$ cat src/include/hdp_map.svh
// address map, field positions, reset values and timing counts of the host packing block
`ifndef HDP_MAP_SVH
`define HDP_MAP_SVH

`define HDP_ADDR_W 20
`define HDP_DATA_W 48
`define HDP_CFG_W 32
`define HDP_NUM_FIFO 4
`define HDP_FIFO_IDX_W 2

`define HDP_CFG_RESET 32'h0000_0010
`define HDP_CFG_IWT 3
`define HDP_CFG_HPM_LO 4
`define HDP_CFG_HPM_HI 5
`define HDP_CFG_HIGH_HALF_FIRST 6
`define HDP_CFG_FLUSH 7
`define HDP_CFG_BLOCK0_WIDE_DATA 8
`define HDP_CFG_BLOCK1_WIDE_DATA 9

`define HDP_IOP_LSB 8
`define HDP_CFG_ADDR 20'h0_0000
`define HDP_FIFO_LSB 2
`define HDP_FIFO_PAGE 18'h0_0010
`define HDP_LINK_LSB 3
`define HDP_LINK_PAGE 17'h0_0009
`define HDP_BLK_BIT 17

`define HDP_FLUSH_LAT 2
`define HDP_PARTS_32 2'h2
`define HDP_PARTS_48 2'h3
`define HDP_PHASE_0 2'h0
`define HDP_PHASE_1 2'h1
`define HDP_PHASE_2 2'h2

`endif

$ cat src/include/hdp_pkg.sv
// types shared by the host packing block
`include "hdp_map.svh"

package hdp_pkg;

    typedef enum logic [1:0] {
        HDP_PACK_NONE  = 2'h0,
        HDP_PACK_16_32 = 2'h1,
        HDP_PACK_16_48 = 2'h2,
        HDP_PACK_32_48 = 2'h3
    } hdp_pack_e;

    typedef enum logic [4:0] {
        HDP_IDLE   = 5'h01,
        HDP_DECIDE = 5'h02,
        HDP_FETCH  = 5'h04,
        HDP_DRIVE  = 5'h08,
        HDP_DONE   = 5'h10
    } hdp_state_e;

    typedef struct packed {
        logic cs_n;
        logic rd_n;
        logic wr_n;
        logic [`HDP_ADDR_W-1:0] addr;
        logic [`HDP_DATA_W-1:0] data;
    } hdp_host_s;

    typedef struct packed {
        logic req;
        logic we;
        logic [`HDP_ADDR_W-1:0] addr;
        logic [`HDP_DATA_W-1:0] wdata;
        logic wide48;
        logic upper32;
    } hdp_int_s;

    typedef struct packed {
        hdp_pack_e pack_sel;
        logic dir;
    } hdp_chan_s;

    typedef hdp_chan_s [`HDP_NUM_FIFO-1:0] hdp_chan_arr_t;

endpackage

$ cat src/hw/hdp_sync2.sv
// two-stage synchroniser for host pins
module hdp_sync2 #(
    parameter int W = 1
) (
    input wire logic mclk,
    input wire logic reset,
    input wire logic clk_en,
    input wire logic [W-1:0] d,
    output logic [W-1:0] q
);

    logic [W-1:0] meta_r;
    logic [W-1:0] q_r;

    // first stage feeds only the second stage
    always_ff @(posedge mclk) begin
        if (reset) begin
            meta_r <= '0;
            q_r <= '0;
        end else if (clk_en) begin
            meta_r <= d;
            q_r <= meta_r;
        end
    end

    assign q = q_r;

endmodule

$ cat src/hw/hdp_host_data_packing.sv
// host interface data packing and unpacking between host bus and internal words
`include "hdp_map.svh"

module hdp_host_data_packing (
    input wire logic mclk,
    input wire logic reset,
    input wire logic clk_en,
    input hdp_pkg::hdp_host_s host_in,
    output logic [`HDP_DATA_W-1:0] host_data_out,
    output logic host_data_oe_n,
    output logic host_ready,
    output hdp_pkg::hdp_int_s int_out,
    input wire logic int_ack,
    input wire logic [`HDP_DATA_W-1:0] int_rdata,
    input hdp_pkg::hdp_chan_arr_t channel_control,
    input wire logic core_cfg_we,
    input wire logic [`HDP_CFG_W-1:0] core_cfg_wdata,
    output logic [`HDP_CFG_W-1:0] core_cfg_rdata,
    output logic [1:0] pack_progress
);

    ////////////////////////////////////////////////////////////////////////////
    // pin synchronisation and access detection

    hdp_pkg::hdp_host_s hs;

    hdp_sync2 #(
        .W($bits(hdp_pkg::hdp_host_s))
    ) u_sync (
        .mclk(mclk),
        .reset(reset),
        .clk_en(clk_en),
        .d(host_in),
        .q(hs)
    );

    logic acc_prev_r;
    wire acc_now = !hs.cs_n && (!hs.rd_n || !hs.wr_n);
    wire acc_start = acc_now && !acc_prev_r;

    // synchroniser clears to zero, which reads as a held strobe; no false start after reset
    always_ff @(posedge mclk) begin
        if (reset) begin
            acc_prev_r <= 1'b1;
        end else if (clk_en) begin
            acc_prev_r <= acc_now;
        end
    end

    ////////////////////////////////////////////////////////////////////////////
    // state

    hdp_pkg::hdp_state_e state_r;
    hdp_pkg::hdp_state_e state_nxt;
    logic [`HDP_ADDR_W-1:0] addr_r;
    logic [`HDP_DATA_W-1:0] din_r;
    logic is_rd_r;
    logic [1:0] cnt_r;
    logic [1:0] cnt_nxt;
    logic [`HDP_DATA_W-1:0] buf_r;
    logic [`HDP_DATA_W-1:0] buf_nxt;
    logic [`HDP_DATA_W-1:0] dout_r;
    logic [`HDP_DATA_W-1:0] dout_nxt;
    logic [`HDP_CFG_W-1:0] cfg_r;
    logic [`HDP_FLUSH_LAT-1:0] flush_pipe_r;
    logic int_req_r;
    logic int_we_r;
    logic [`HDP_ADDR_W-1:0] int_addr_r;
    logic [`HDP_DATA_W-1:0] int_wdata_r;
    logic int_wide_r;
    logic int_upper_r;

    ////////////////////////////////////////////////////////////////////////////
    // target decode and word width selection

    wire in_iop = addr_r[`HDP_ADDR_W-1:`HDP_IOP_LSB] == '0;
    wire tgt_mem = !in_iop;
    wire tgt_fifo = addr_r[`HDP_ADDR_W-1:`HDP_FIFO_LSB] == `HDP_FIFO_PAGE;
    wire tgt_link = addr_r[`HDP_ADDR_W-1:`HDP_LINK_LSB] == `HDP_LINK_PAGE;
    wire tgt_cfg = addr_r == `HDP_CFG_ADDR;
    wire [`HDP_FIFO_IDX_W-1:0] fifo_idx = addr_r[`HDP_FIFO_IDX_W-1:0];

    wire [1:0] hpm_bits = cfg_r[`HDP_CFG_HPM_HI:`HDP_CFG_HPM_LO];
    wire high_half_first = cfg_r[`HDP_CFG_HIGH_HALF_FIRST];
    wire instr_width_override = cfg_r[`HDP_CFG_IWT];
    wire blk_wide = addr_r[`HDP_BLK_BIT] ? cfg_r[`HDP_CFG_BLOCK1_WIDE_DATA] : cfg_r[`HDP_CFG_BLOCK0_WIDE_DATA];

    // fifo accesses follow the channel's own selection; host must keep widths matched
    wire hdp_pkg::hdp_pack_e host_sel = hdp_pkg::hdp_pack_e'(hpm_bits);
    wire hdp_pkg::hdp_pack_e fifo_sel = channel_control[fifo_idx].pack_sel;
    wire hdp_pkg::hdp_pack_e sel = tgt_fifo ? fifo_sel : host_sel;

    wire sel_none = sel == hdp_pkg::HDP_PACK_NONE;
    wire sel_48 = (sel == hdp_pkg::HDP_PACK_16_48) || (sel == hdp_pkg::HDP_PACK_32_48);
    wire ext16 = (sel == hdp_pkg::HDP_PACK_16_32) || (sel == hdp_pkg::HDP_PACK_16_48);

    // instructions may sit in any block, so the override ignores block width
    wire mem_wide = sel_none ? (instr_width_override || blk_wide) : sel_48;
    wire wide48 = tgt_mem ? mem_wide : ((tgt_fifo || tgt_link) ? sel_48 : 1'b0);
    wire upper32 = tgt_mem && (sel == hdp_pkg::HDP_PACK_16_32) && blk_wide;
    wire m3248 = (sel == hdp_pkg::HDP_PACK_32_48) && wide48;

    wire [1:0] parts = wide48 ? `HDP_PARTS_48 : `HDP_PARTS_32;
    wire last_half = cnt_r == (parts - 2'h1);
    wire [1:0] pos = high_half_first ? (parts - 2'h1 - cnt_r) : cnt_r;
    wire [5:0] half_lsb = {pos, 4'h0};
    wire [15:0] half_in = din_r[31:16];

    ////////////////////////////////////////////////////////////////////////////
    // write assembly and read fetch decisions

    logic [`HDP_DATA_W-1:0] wr_word;
    logic wr_issue;
    logic rd_fetch;
    logic [`HDP_DATA_W-1:0] wr_buf;

    always_comb begin
        wr_word = buf_r;
        wr_buf = buf_r;
        wr_issue = 1'b0;
        rd_fetch = 1'b0;
        if (ext16) begin
            // one half-word per bus cycle on the middle lines
            wr_word[half_lsb +: 16] = half_in;
            wr_buf = wr_word;
            wr_issue = last_half;
            rd_fetch = cnt_r == `HDP_PHASE_0;
        end else if (m3248) begin
            case (cnt_r)
                `HDP_PHASE_0: begin
                    wr_buf = {din_r[47:16], 16'h0000};
                    rd_fetch = 1'b1;
                end
                `HDP_PHASE_1: begin
                    wr_word = {buf_r[47:16], din_r[31:16]};
                    wr_buf = {32'h0000_0000, din_r[47:32]};
                    wr_issue = 1'b1;
                    rd_fetch = 1'b1;
                end
                default: begin
                    wr_word = {din_r[47:16], buf_r[15:0]};
                    wr_issue = 1'b1;
                end
            endcase
        end else begin
            // lowest lines carry no data without packing
            wr_word = wide48 ? {din_r[47:16], 16'h0000} : {16'h0000, din_r[47:16]};
            wr_issue = 1'b1;
            rd_fetch = 1'b1;
        end
    end

    always_comb begin
        cnt_nxt = `HDP_PHASE_0;
        if (ext16) begin
            cnt_nxt = last_half ? `HDP_PHASE_0 : cnt_r + 2'h1;
        end else if (m3248) begin
            cnt_nxt = (cnt_r == `HDP_PHASE_2) ? `HDP_PHASE_0 : cnt_r + 2'h1;
        end
    end

    ////////////////////////////////////////////////////////////////////////////
    // read formatting

    wire [`HDP_DATA_W-1:0] fetch_data = tgt_cfg ? {16'h0000, cfg_r} : int_rdata;
    wire fetch_done = tgt_cfg || (int_req_r && int_ack);
    wire [`HDP_DATA_W-1:0] rd_src = (state_r == hdp_pkg::HDP_FETCH) ? fetch_data : buf_r;
    logic [`HDP_DATA_W-1:0] rd_fmt;

    always_comb begin
        rd_fmt = '0;
        if (ext16) begin
            rd_fmt[31:16] = rd_src[half_lsb +: 16];
        end else if (m3248) begin
            case (cnt_r)
                `HDP_PHASE_0: rd_fmt = {rd_src[47:16], 16'h0000};
                `HDP_PHASE_1: rd_fmt = {rd_src[15:0], buf_r[15:0], 16'h0000};
                default: rd_fmt = {buf_r[47:16], 16'h0000};
            endcase
        end else begin
            rd_fmt = wide48 ? {rd_src[47:16], 16'h0000} : {rd_src[31:0], 16'h0000};
        end
    end

    ////////////////////////////////////////////////////////////////////////////
    // access sequencer

    wire in_decide = state_r == hdp_pkg::HDP_DECIDE;
    wire in_fetch = state_r == hdp_pkg::HDP_FETCH;
    // a new part waits until the previous internal access finishes
    wire can_go = in_decide && !int_req_r;
    wire do_write = can_go && !is_rd_r;
    wire do_rd_buf = can_go && is_rd_r && !rd_fetch;
    wire do_rd_req = can_go && is_rd_r && rd_fetch;
    wire rd_got = in_fetch && fetch_done;
    wire host_cfg_we = do_write && wr_issue && tgt_cfg;
    wire int_issue_wr = do_write && wr_issue && !tgt_cfg;
    wire int_issue_rd = do_rd_req && !tgt_cfg;
    wire part_done = do_write || do_rd_buf || rd_got;

    always_comb begin
        state_nxt = state_r;
        case (state_r)
            hdp_pkg::HDP_IDLE: begin
                if (acc_start) begin
                    state_nxt = hdp_pkg::HDP_DECIDE;
                end
            end
            hdp_pkg::HDP_DECIDE: begin
                if (do_write) begin
                    state_nxt = hdp_pkg::HDP_DONE;
                end else if (do_rd_buf) begin
                    state_nxt = hdp_pkg::HDP_DRIVE;
                end else if (do_rd_req) begin
                    state_nxt = hdp_pkg::HDP_FETCH;
                end
            end
            hdp_pkg::HDP_FETCH: begin
                if (fetch_done) begin
                    state_nxt = hdp_pkg::HDP_DRIVE;
                end
            end
            hdp_pkg::HDP_DRIVE, hdp_pkg::HDP_DONE: begin
                if (!acc_now) begin
                    state_nxt = hdp_pkg::HDP_IDLE;
                end
            end
            default: state_nxt = hdp_pkg::HDP_IDLE;
        endcase
    end

    always_comb begin
        buf_nxt = buf_r;
        if (do_write) begin
            buf_nxt = wr_buf;
        end else if (rd_got) begin
            buf_nxt = fetch_data;
        end
    end

    assign dout_nxt = (do_rd_buf || rd_got) ? rd_fmt : dout_r;

    // flush wins over a part finishing in the same cycle
    wire flush_now = flush_pipe_r[`HDP_FLUSH_LAT-1];

    always_ff @(posedge mclk) begin
        if (reset) begin
            state_r <= hdp_pkg::HDP_IDLE;
            addr_r <= '0;
            din_r <= '0;
            is_rd_r <= 1'b0;
            buf_r <= '0;
            dout_r <= '0;
            cnt_r <= `HDP_PHASE_0;
        end else if (clk_en) begin
            state_r <= state_nxt;
            buf_r <= buf_nxt;
            dout_r <= dout_nxt;
            if (state_r == hdp_pkg::HDP_IDLE && acc_start) begin
                addr_r <= hs.addr;
                din_r <= hs.data;
                is_rd_r <= !hs.rd_n;
            end
            // only host parts and a flush move the counter; release or other masters leave it
            if (flush_now) begin
                cnt_r <= `HDP_PHASE_0;
            end else if (part_done) begin
                cnt_r <= cnt_nxt;
            end
        end
    end

    ////////////////////////////////////////////////////////////////////////////
    // internal access request

    always_ff @(posedge mclk) begin
        if (reset) begin
            int_req_r <= 1'b0;
            int_we_r <= 1'b0;
            int_addr_r <= '0;
            int_wdata_r <= '0;
            int_wide_r <= 1'b0;
            int_upper_r <= 1'b0;
        end else if (clk_en) begin
            if (int_issue_wr || int_issue_rd) begin
                int_req_r <= 1'b1;
                int_we_r <= int_issue_wr;
                int_addr_r <= addr_r;
                int_wdata_r <= wr_word;
                int_wide_r <= wide48;
                int_upper_r <= upper32;
            end else if (int_ack) begin
                int_req_r <= 1'b0;
            end
        end
    end

    ////////////////////////////////////////////////////////////////////////////
    // configuration register

    wire core_flush = core_cfg_we && core_cfg_wdata[`HDP_CFG_FLUSH];
    wire host_flush = host_cfg_we && wr_word[`HDP_CFG_FLUSH];
    logic [`HDP_CFG_W-1:0] cfg_src;
    logic [`HDP_CFG_W-1:0] cfg_nxt;

    always_comb begin
        cfg_src = core_cfg_we ? core_cfg_wdata : wr_word[`HDP_CFG_W-1:0];
        cfg_nxt = cfg_r;
        if (core_cfg_we || host_cfg_we) begin
            cfg_nxt = cfg_src;
            cfg_nxt[`HDP_CFG_FLUSH] = 1'b0;
        end
    end

    always_ff @(posedge mclk) begin
        if (reset) begin
            cfg_r <= `HDP_CFG_RESET;
            flush_pipe_r <= '0;
        end else if (clk_en) begin
            cfg_r <= cfg_nxt;
            flush_pipe_r <= {flush_pipe_r[`HDP_FLUSH_LAT-2:0], core_flush || host_flush};
        end
    end

    ////////////////////////////////////////////////////////////////////////////
    // outputs

    assign host_data_out = dout_r;
    assign host_data_oe_n = state_r != hdp_pkg::HDP_DRIVE;
    assign host_ready = (state_r == hdp_pkg::HDP_DRIVE) || (state_r == hdp_pkg::HDP_DONE);
    assign int_out = '{req: int_req_r, we: int_we_r, addr: int_addr_r, wdata: int_wdata_r,
                       wide48: int_wide_r, upper32: int_upper_r};
    assign core_cfg_rdata = cfg_r;
    assign pack_progress = cnt_r;

endmodule

$ cat config.mk
export PLATFORM = sky130hd
export DESIGN_NAME = hdp_host_data_packing
export DESIGN_NICKNAME = d
export VERILOG_FILES = /design/src/include/hdp_pkg.sv /design/src/hw/hdp_sync2.sv /design/src/hw/hdp_host_data_packing.sv
export VERILOG_INCLUDE_DIRS = /design/src /design/src/include
export SDC_FILE = /design/constraint.sdc
export NUM_CORES = 1
export LEC_CHECK = 0
export BUFFER_PORTS_ARGS = -buffer_cell sky130_fd_sc_hd__buf_2
export CAP_MARGIN = 5
export CORE_AREA = 2 2 151 263
export CTS_BUF_LIST = sky130_fd_sc_hd__clkbuf_8
export DETAILED_ROUTE_END_ITERATION = 7
export DIE_AREA = 0 0 153 265
export PLACE_DENSITY = 0.73
export SYNTH_ARGS = -nofsm -noshare
export SYNTH_HDL_FRONTEND = slang
export SYNTH_HIERARCHICAL = 1
export SYNTH_SLANG_ARGS = --single-unit
$ cat constraint.sdc
create_clock -name mclk -period 9.3 [get_ports mclk]
set_clock_uncertainty 0.15 [all_clocks]
set_input_delay 1.86 -clock mclk [delete_from_list [all_inputs] [get_ports mclk]]
set_output_delay 1.86 -clock mclk [all_outputs]
set_load 0.01 [all_outputs]
## Word level (Yosys, flattened, before mapping)

Index checks and enable logic that the tools add are counted.

- Flip-flop bits (word level): 420
- Word-level logic and storage cells: 153
- Input bits: 168

- Multiplexer cells: 49
- $lt $le $gt $ge: 1
- Reductions and logical operators: 58
- Add/subtract/negate cells: 4
- Shift operators: 3
- Equality and inequality tests: 20

Operator list:

| cell | count |
|---|---|
| 48-bit 2-to-1 mux | 11 |
| 48-bit one-hot mux with 2 select lines | 3 |
| 48-bit bitwise mux | 1 |
| 16-bit 2-to-1 mux | 3 |
| 16-bit by 8-bit variable shift with 48-bit output (first input constant) | 1 |
| 16-bit by 8-bit variable part select with 48-bit output | 1 |
| 48-bit by 7-bit variable part select with 16-bit output | 1 |
| 32-bit 2-to-1 mux | 1 |
| 5-bit 2-to-1 mux | 6 |
| 20-bit logical NOT | 1 |
| 5-bit one-hot mux with 4 select lines | 1 |
| 1-bit logical AND | 19 |
| 18-bit by 5-bit equality test with 1-bit output (second input constant) | 1 |
| 17-bit by 4-bit equality test with 1-bit output (second input constant) | 1 |
| 2-bit 2-to-1 mux | 8 |
| 1-bit logical OR | 13 |
| 1-bit 2-to-1 mux | 13 |
| 12-bit logical NOT | 1 |
| 2-bit AND reduction | 6 |
| 1-bit logical NOT | 9 |
| 6-bit negation with 8-bit output | 1 |
| 3-bit binary-select mux with 2-bit select | 1 |
| 2-bit equality test (second input constant) | 3 |
| 2-bit != test (second input constant) | 3 |
| other kinds (21) | 26 |

## Depth between registers and ports, before layout

- Depth in word-level cells: 17
- Mapped depth: 33
- Mapped depth without buffers: 25

## By module

The synthesis kept the hierarchy.

By module, submodules not included:

| module | cells an instance | instances | area each (um^2) |
|---|---|---|---|
| hdp_host_data_packing | 1829 | 1 | 14341.3 |
| hdp_sync2 | 458 | 1 | 5047.3 |

## Least setup slack after synthesis

OpenSTA, ideal clock, no wires.

- Path kind: input to register
- Start point: in channel_control[11] (netlist name)
- End point: reg buf_r[22]
- Path slack: 1.702 ns
- Required time: 9.080 ns
- Arrival: 7.377 ns
- Setup time: 0.070 ns
- Cell stages on the path: 28
- Cells stage by stage: mux4_2 > mux2_2 > ha_1 > or2_1 > o22ai_2 > mux2_4 > inv_2 > buf_4 > buf_2 > buf_1 > ha_1 > nand2b_1 > nand4b_1 > a21oi_1 > nor4b_2 > or2_2 > clkbuf_1 > buf_2 > inv_1 > ha_1 > nand2_1 > nor4b_1 > nand2_1 > o21ai_1 > clkbuf_1 > a221oi_1 > a311o_1 > a21oi_1

- Cells in the longest elaborated chain, start to end: 16
- Elaborated cells on any way between the ends: 26
- Classes of those cells: add/sub: 3; eq/ne: 5; shift: 2; mux: 11; reduce/logical: 5

Ends and longest elaborated chain:

| element | line | RTL |
|---|---|---|
| from (decl) | hdp_host_data_packing.sv:15 | `input hdp_pkg::hdp_chan_arr_t channel_control,` |
| 3-bit binary-select mux with 2-bit select (*) | hdp_host_data_packing.sv:90 | `wire hdp_pkg::hdp_pack_e fifo_sel = channel_control[fifo_idx].pack_sel;` |
| 3-bit 2-to-1 mux (not written as such) (*) | hdp_host_data_packing.sv:90 |  |
| 2-bit 2-to-1 mux (*) | hdp_host_data_packing.sv:91 | `wire hdp_pkg::hdp_pack_e sel = tgt_fifo ? fifo_sel : host_sel;` |
| 2-bit equality test | hdp_host_data_packing.sv:94 | `wire sel_48 = (sel == hdp_pkg::HDP_PACK_16_48) \|\| (sel == hdp_pkg::HDP_PACK_32_48);` |
| 1-bit logical OR | hdp_host_data_packing.sv:94 |  |
| 1-bit 2-to-1 mux (on tied branches) | hdp_host_data_packing.sv:98, hdp_host_data_packing.sv:99 |  |
| 1-bit 2-to-1 mux (*) | hdp_host_data_packing.sv:99 | `wire wide48 = tgt_mem ? mem_wide : ((tgt_fifo \|\| tgt_link) ? sel_48 : 1'b0);` |
| named net wide48 | hdp_host_data_packing.sv:99 |  |
| 1-bit 2-to-1 mux (no line) | -- |  |
| 2-bit by 1-bit subtractor with 2-bit output | hdp_host_data_packing.sv:105 | `wire [1:0] pos = high_half_first ? (parts - 2'h1 - cnt_r) : cnt_r;` |
| 2-bit subtractor | hdp_host_data_packing.sv:105 |  |
| 2-bit 2-to-1 mux | hdp_host_data_packing.sv:105 |  |
| 6-bit negation with 8-bit output | hdp_host_data_packing.sv:124 | `wr_word[half_lsb +: 16] = half_in;` |
| 16-bit by 8-bit variable part select with 48-bit output / 16-bit by 8-bit variable shift with 48-bit output (equally long branches) | hdp_host_data_packing.sv:124 |  |
| 48-bit bitwise mux | hdp_host_data_packing.sv:124 |  |
| 48-bit 2-to-1 mux | hdp_host_data_packing.sv:122 | `if (ext16) begin` |
| 48-bit 2-to-1 mux | hdp_host_data_packing.sv:234 | `if (do_write) begin` |
| to (signal assigned) | hdp_host_data_packing.sv:257 | `buf_r <= buf_nxt;` |
| to (decl) | hdp_host_data_packing.sv:60 | `` logic [`HDP_DATA_W-1:0] buf_r; `` |

Mark *: on every way through the listed nets, which the timed path passes. The rest lies on a longest branch. The select of a mux whose other input is x is not followed.
A chain may end at the register's enable or synchronous reset.

## Final worst setup path

- Start point: in channel_control[11] (netlist name)
- End point: reg cfg_r[18] (netlist: core_cfg_rdata[18])

- Cells in the longest elaborated chain, start to end: 16
- Elaborated cells on any way between the ends: 32
- Classes of those cells: add/sub: 3; eq/ne: 4; shift: 2; mux: 15; reduce/logical: 8

Ends and longest elaborated chain:

| element | line | RTL |
|---|---|---|
| 3-bit binary-select mux with 2-bit select (*) | hdp_host_data_packing.sv:90 |  |
| 3-bit 2-to-1 mux (not written as such) (*) | hdp_host_data_packing.sv:90 |  |
| 2-bit 2-to-1 mux (*) | hdp_host_data_packing.sv:91 |  |
| 2-bit equality test (on tied branches) | hdp_host_data_packing.sv:94, hdp_host_data_packing.sv:95, hdp_host_data_packing.sv:101 |  |
| 1-bit logical OR | hdp_host_data_packing.sv:94 |  |
| 1-bit 2-to-1 mux (on tied branches) | hdp_host_data_packing.sv:98, hdp_host_data_packing.sv:99 |  |
| 1-bit 2-to-1 mux | hdp_host_data_packing.sv:99 |  |
| 1-bit 2-to-1 mux (no line) | -- |  |
| 2-bit by 1-bit subtractor with 2-bit output | hdp_host_data_packing.sv:104, hdp_host_data_packing.sv:105 |  |
| 2-bit subtractor | hdp_host_data_packing.sv:105 |  |
| 2-bit 2-to-1 mux | hdp_host_data_packing.sv:105 |  |
| 6-bit negation with 8-bit output | hdp_host_data_packing.sv:124 |  |
| 16-bit by 8-bit variable part select with 48-bit output / 16-bit by 8-bit variable shift with 48-bit output (equally long branches) | hdp_host_data_packing.sv:124 |  |
| 48-bit bitwise mux | hdp_host_data_packing.sv:124 |  |
| 48-bit 2-to-1 mux | hdp_host_data_packing.sv:122 |  |
| 32-bit 2-to-1 mux | hdp_host_data_packing.sv:307 | `` cfg_src = core_cfg_we ? core_cfg_wdata : wr_word[`HDP_CFG_W-1:0]; `` |
| to (signal assigned) | hdp_host_data_packing.sv:317 | `` cfg_r <= `HDP_CFG_RESET; `` |
| to (signal assigned) | hdp_host_data_packing.sv:320 | `cfg_r <= cfg_nxt;` |
| to (decl) | hdp_host_data_packing.sv:64 | `` logic [`HDP_CFG_W-1:0] cfg_r; `` |

Every way passes the cells marked *; elsewhere a longest branch is shown, timed or not. The select of a mux whose other input is x is not followed.

==> reports/results.ini <==
[setup_path]
r2r_start = addr_r[17]
slowest_delay_ns = 0.48
start_kind = primary input
critPathLaunch = channel_control[11]
crit_type = primary input to register
cp.buffers_inverters = 5
cp_top_family = simple AND/OR/NAND/NOR gates
r2r_cells = 26
r2r_slack_ns = 2.78
crit_path_end_kind = register
worstPathRequired_ns = 9.71
cp.arrival_ns = 7.49
critPathSlowestCell = mux4_2
cp_max_fo = 15
timing.rr.end = core_cfg_rdata[18]

[detailed_routing]
viasPerCell = 6.45
wl_per_cell_um = 27.5
num_vias = 18700
routed-wl-met2_um = 37400
first_iter_violations = 1755
route.met3.wl_um = 5620
drc = 0
wl_met1_um = 27200
drt-total-wl_um = 79800
ant_nets = 0
first_pass_iters = 8
topRoutingLayerUsed = met4

[timing]
rsz0062_at_grt = false
period_share_pct = 76.1
fin_setup_tns_ns = 0
worst_hold_slack_ns = 0.303
setup_viol = 0
tightest_slew_ns = 1.43
drv_slew = 0
relSlewSlack_pct = 3.49
period_needed_ns = 7.08
timing.fmax_mhz = 141
hold_violations = 0

[cells_and_area]
drive_above_1_share_pct = 20.2
nFillCells = 3718
area_delta_synth_final_pct = 14.8
layout.cells.non_filler = 2896
finalInstanceArea_sq_um = 21000
nets = 2542

[power_and_ir_drop]
ir_drop_mv = 0.137
p_per_area_nw_per_um2 = 162
power_uw = 3410
p_leak_uw = 0.00812

[min_path]
hold_path_end = din_r[20]
hold_depth = 2
hold_path.class = register to register
hold_start = u_sync/q[20]

[grt]
grt_pass1_wl_um = 116000
grt_start_max_net_pins = 180
grt_overflow = 0
grt.total_usage_pct = 37.8
grt_antenna_before_repair = 1
grt_pass1_vias = 17900

[placement]
placed_cells = 2794
port_buffers = 286
hpwl_um = 57200
gp_congestion = 0.999
placed_area_sq_um = 19700

[cts]
clock_sinks = 356
hold_buffers = 0
cts_setup_buffers = 0
clk_pin_slew_ns = 0.07
clk-insertion-delay-late_ns = 0.65
ctsHtreeMaxLevel = 2
cts_resized = 0
cts_buffer_depth = 3
cts_tree = done
root_buffer = clkbuf_8
cts_made_buffers = 54

[floorplan]
die_y_um = 265
core_region_area_sq_um = 38400
die_w_um = 153
rows = 95
die_area_sq_um = 40500
pin_count = 324
initial_core_util_pct = 47.7

[run_status]
status = finished, final reports clean

[synthesis]
ys.warnings.count = 6
synth_area_per_cell_sq_um = 8.36
synth_cells = 2191
synthesis.area_sq_um = 18300

[run]
max-cap-violations = 0

## stage by stage
step / setup slack, ns / utilization [%]
floorplan: 1.70 / -
CTS: 2.32 / 54.7
finish: 2.22 / 54.7
global placement: 1.83 / 51.4
global route: 2.01 / 54.7
detailed placement: 1.70 / 51.4
## sequential cells by signal, summed over array words and instances (netlist names)
register        count
u_sync/meta_r      55
u_sync/q           55
buf_r              48
int_wdata_r        48
din_r              32
host_data_out      32
core_cfg_rdata     31
addr_r             20
int_addr_r         20
state_r             5
flush_pipe_r        2
pack_progress       2
acc_prev_r          1
int_req_r           1
int_upper_r         1
int_we_r            1
int_wide_r          1
is_rd_r             1
## how the worst max path moves through the flow
stage	to	cells past startpoint
floorplan	buf_r[22]	28
global placement	core_cfg_rdata[18]	25
detailed placement	core_cfg_rdata[18]	25
CTS	core_cfg_rdata[18]	25
global route	core_cfg_rdata[18]	25
finish	core_cfg_rdata[18]	25
## cell usage in the layout (no fill, tap or decap), types with 13 or more instances in the layout
master / count
dfxtp_1: 356
buf_2: 284
nand2_1: 278
nor2_1: 199
a21oi_1: 186
mux2i_1: 156
o21ai_0: 90
nand3_1: 72
clkbuf_8: 72
a311oi_1: 58
nor3_1: 54
buf_4: 53
a22o_1: 44
a211oi_1: 36
inv_1: 28
a32oi_1: 25
a221oi_1: 23
a31oi_1: 23
a221o_1: 20
or3_1: 19
o2bb2ai_1: 19
a311o_1: 18
a21o_1: 17
o22ai_1: 17
a32o_1: 17
conb_1: 17
a22oi_1: 14
mux2_2: 13
## metal layers
layer	GRT usage (%)	vias to the layer above
met3	6.64	338
met4	38.1	0
met5	0	-
li1	-	8448
met2	61.6	1038
met1	40.1	8863
## final cells by class
class	count	area, sq um	area share [%]
multi-input combinational	1595	10100	47.9
sequential	356	7130	33.9
timing repair buffer	340	1860	8.87
clock buffer	71	977	4.65
tap	485	607	2.89
clock inverter	30	304	1.45
inverter	18	67.6	0.322
antenna	1	2.50	0.0119
## worst min-delay path, cell delays in order (launching register included)
cell     delay, ns
dfxtp_1       0.31
nand2_1       0.05
a21oi_1       0.05
## power breakdown
part / switching, uW / internal, uW / total [uW]
Sequential: 28.5 / 1560 / 1590
Clock: 655 / 855 / 1510
Combinational: 209 / 109 / 319
No activity file was read; power rests on OpenSTA's default activity.
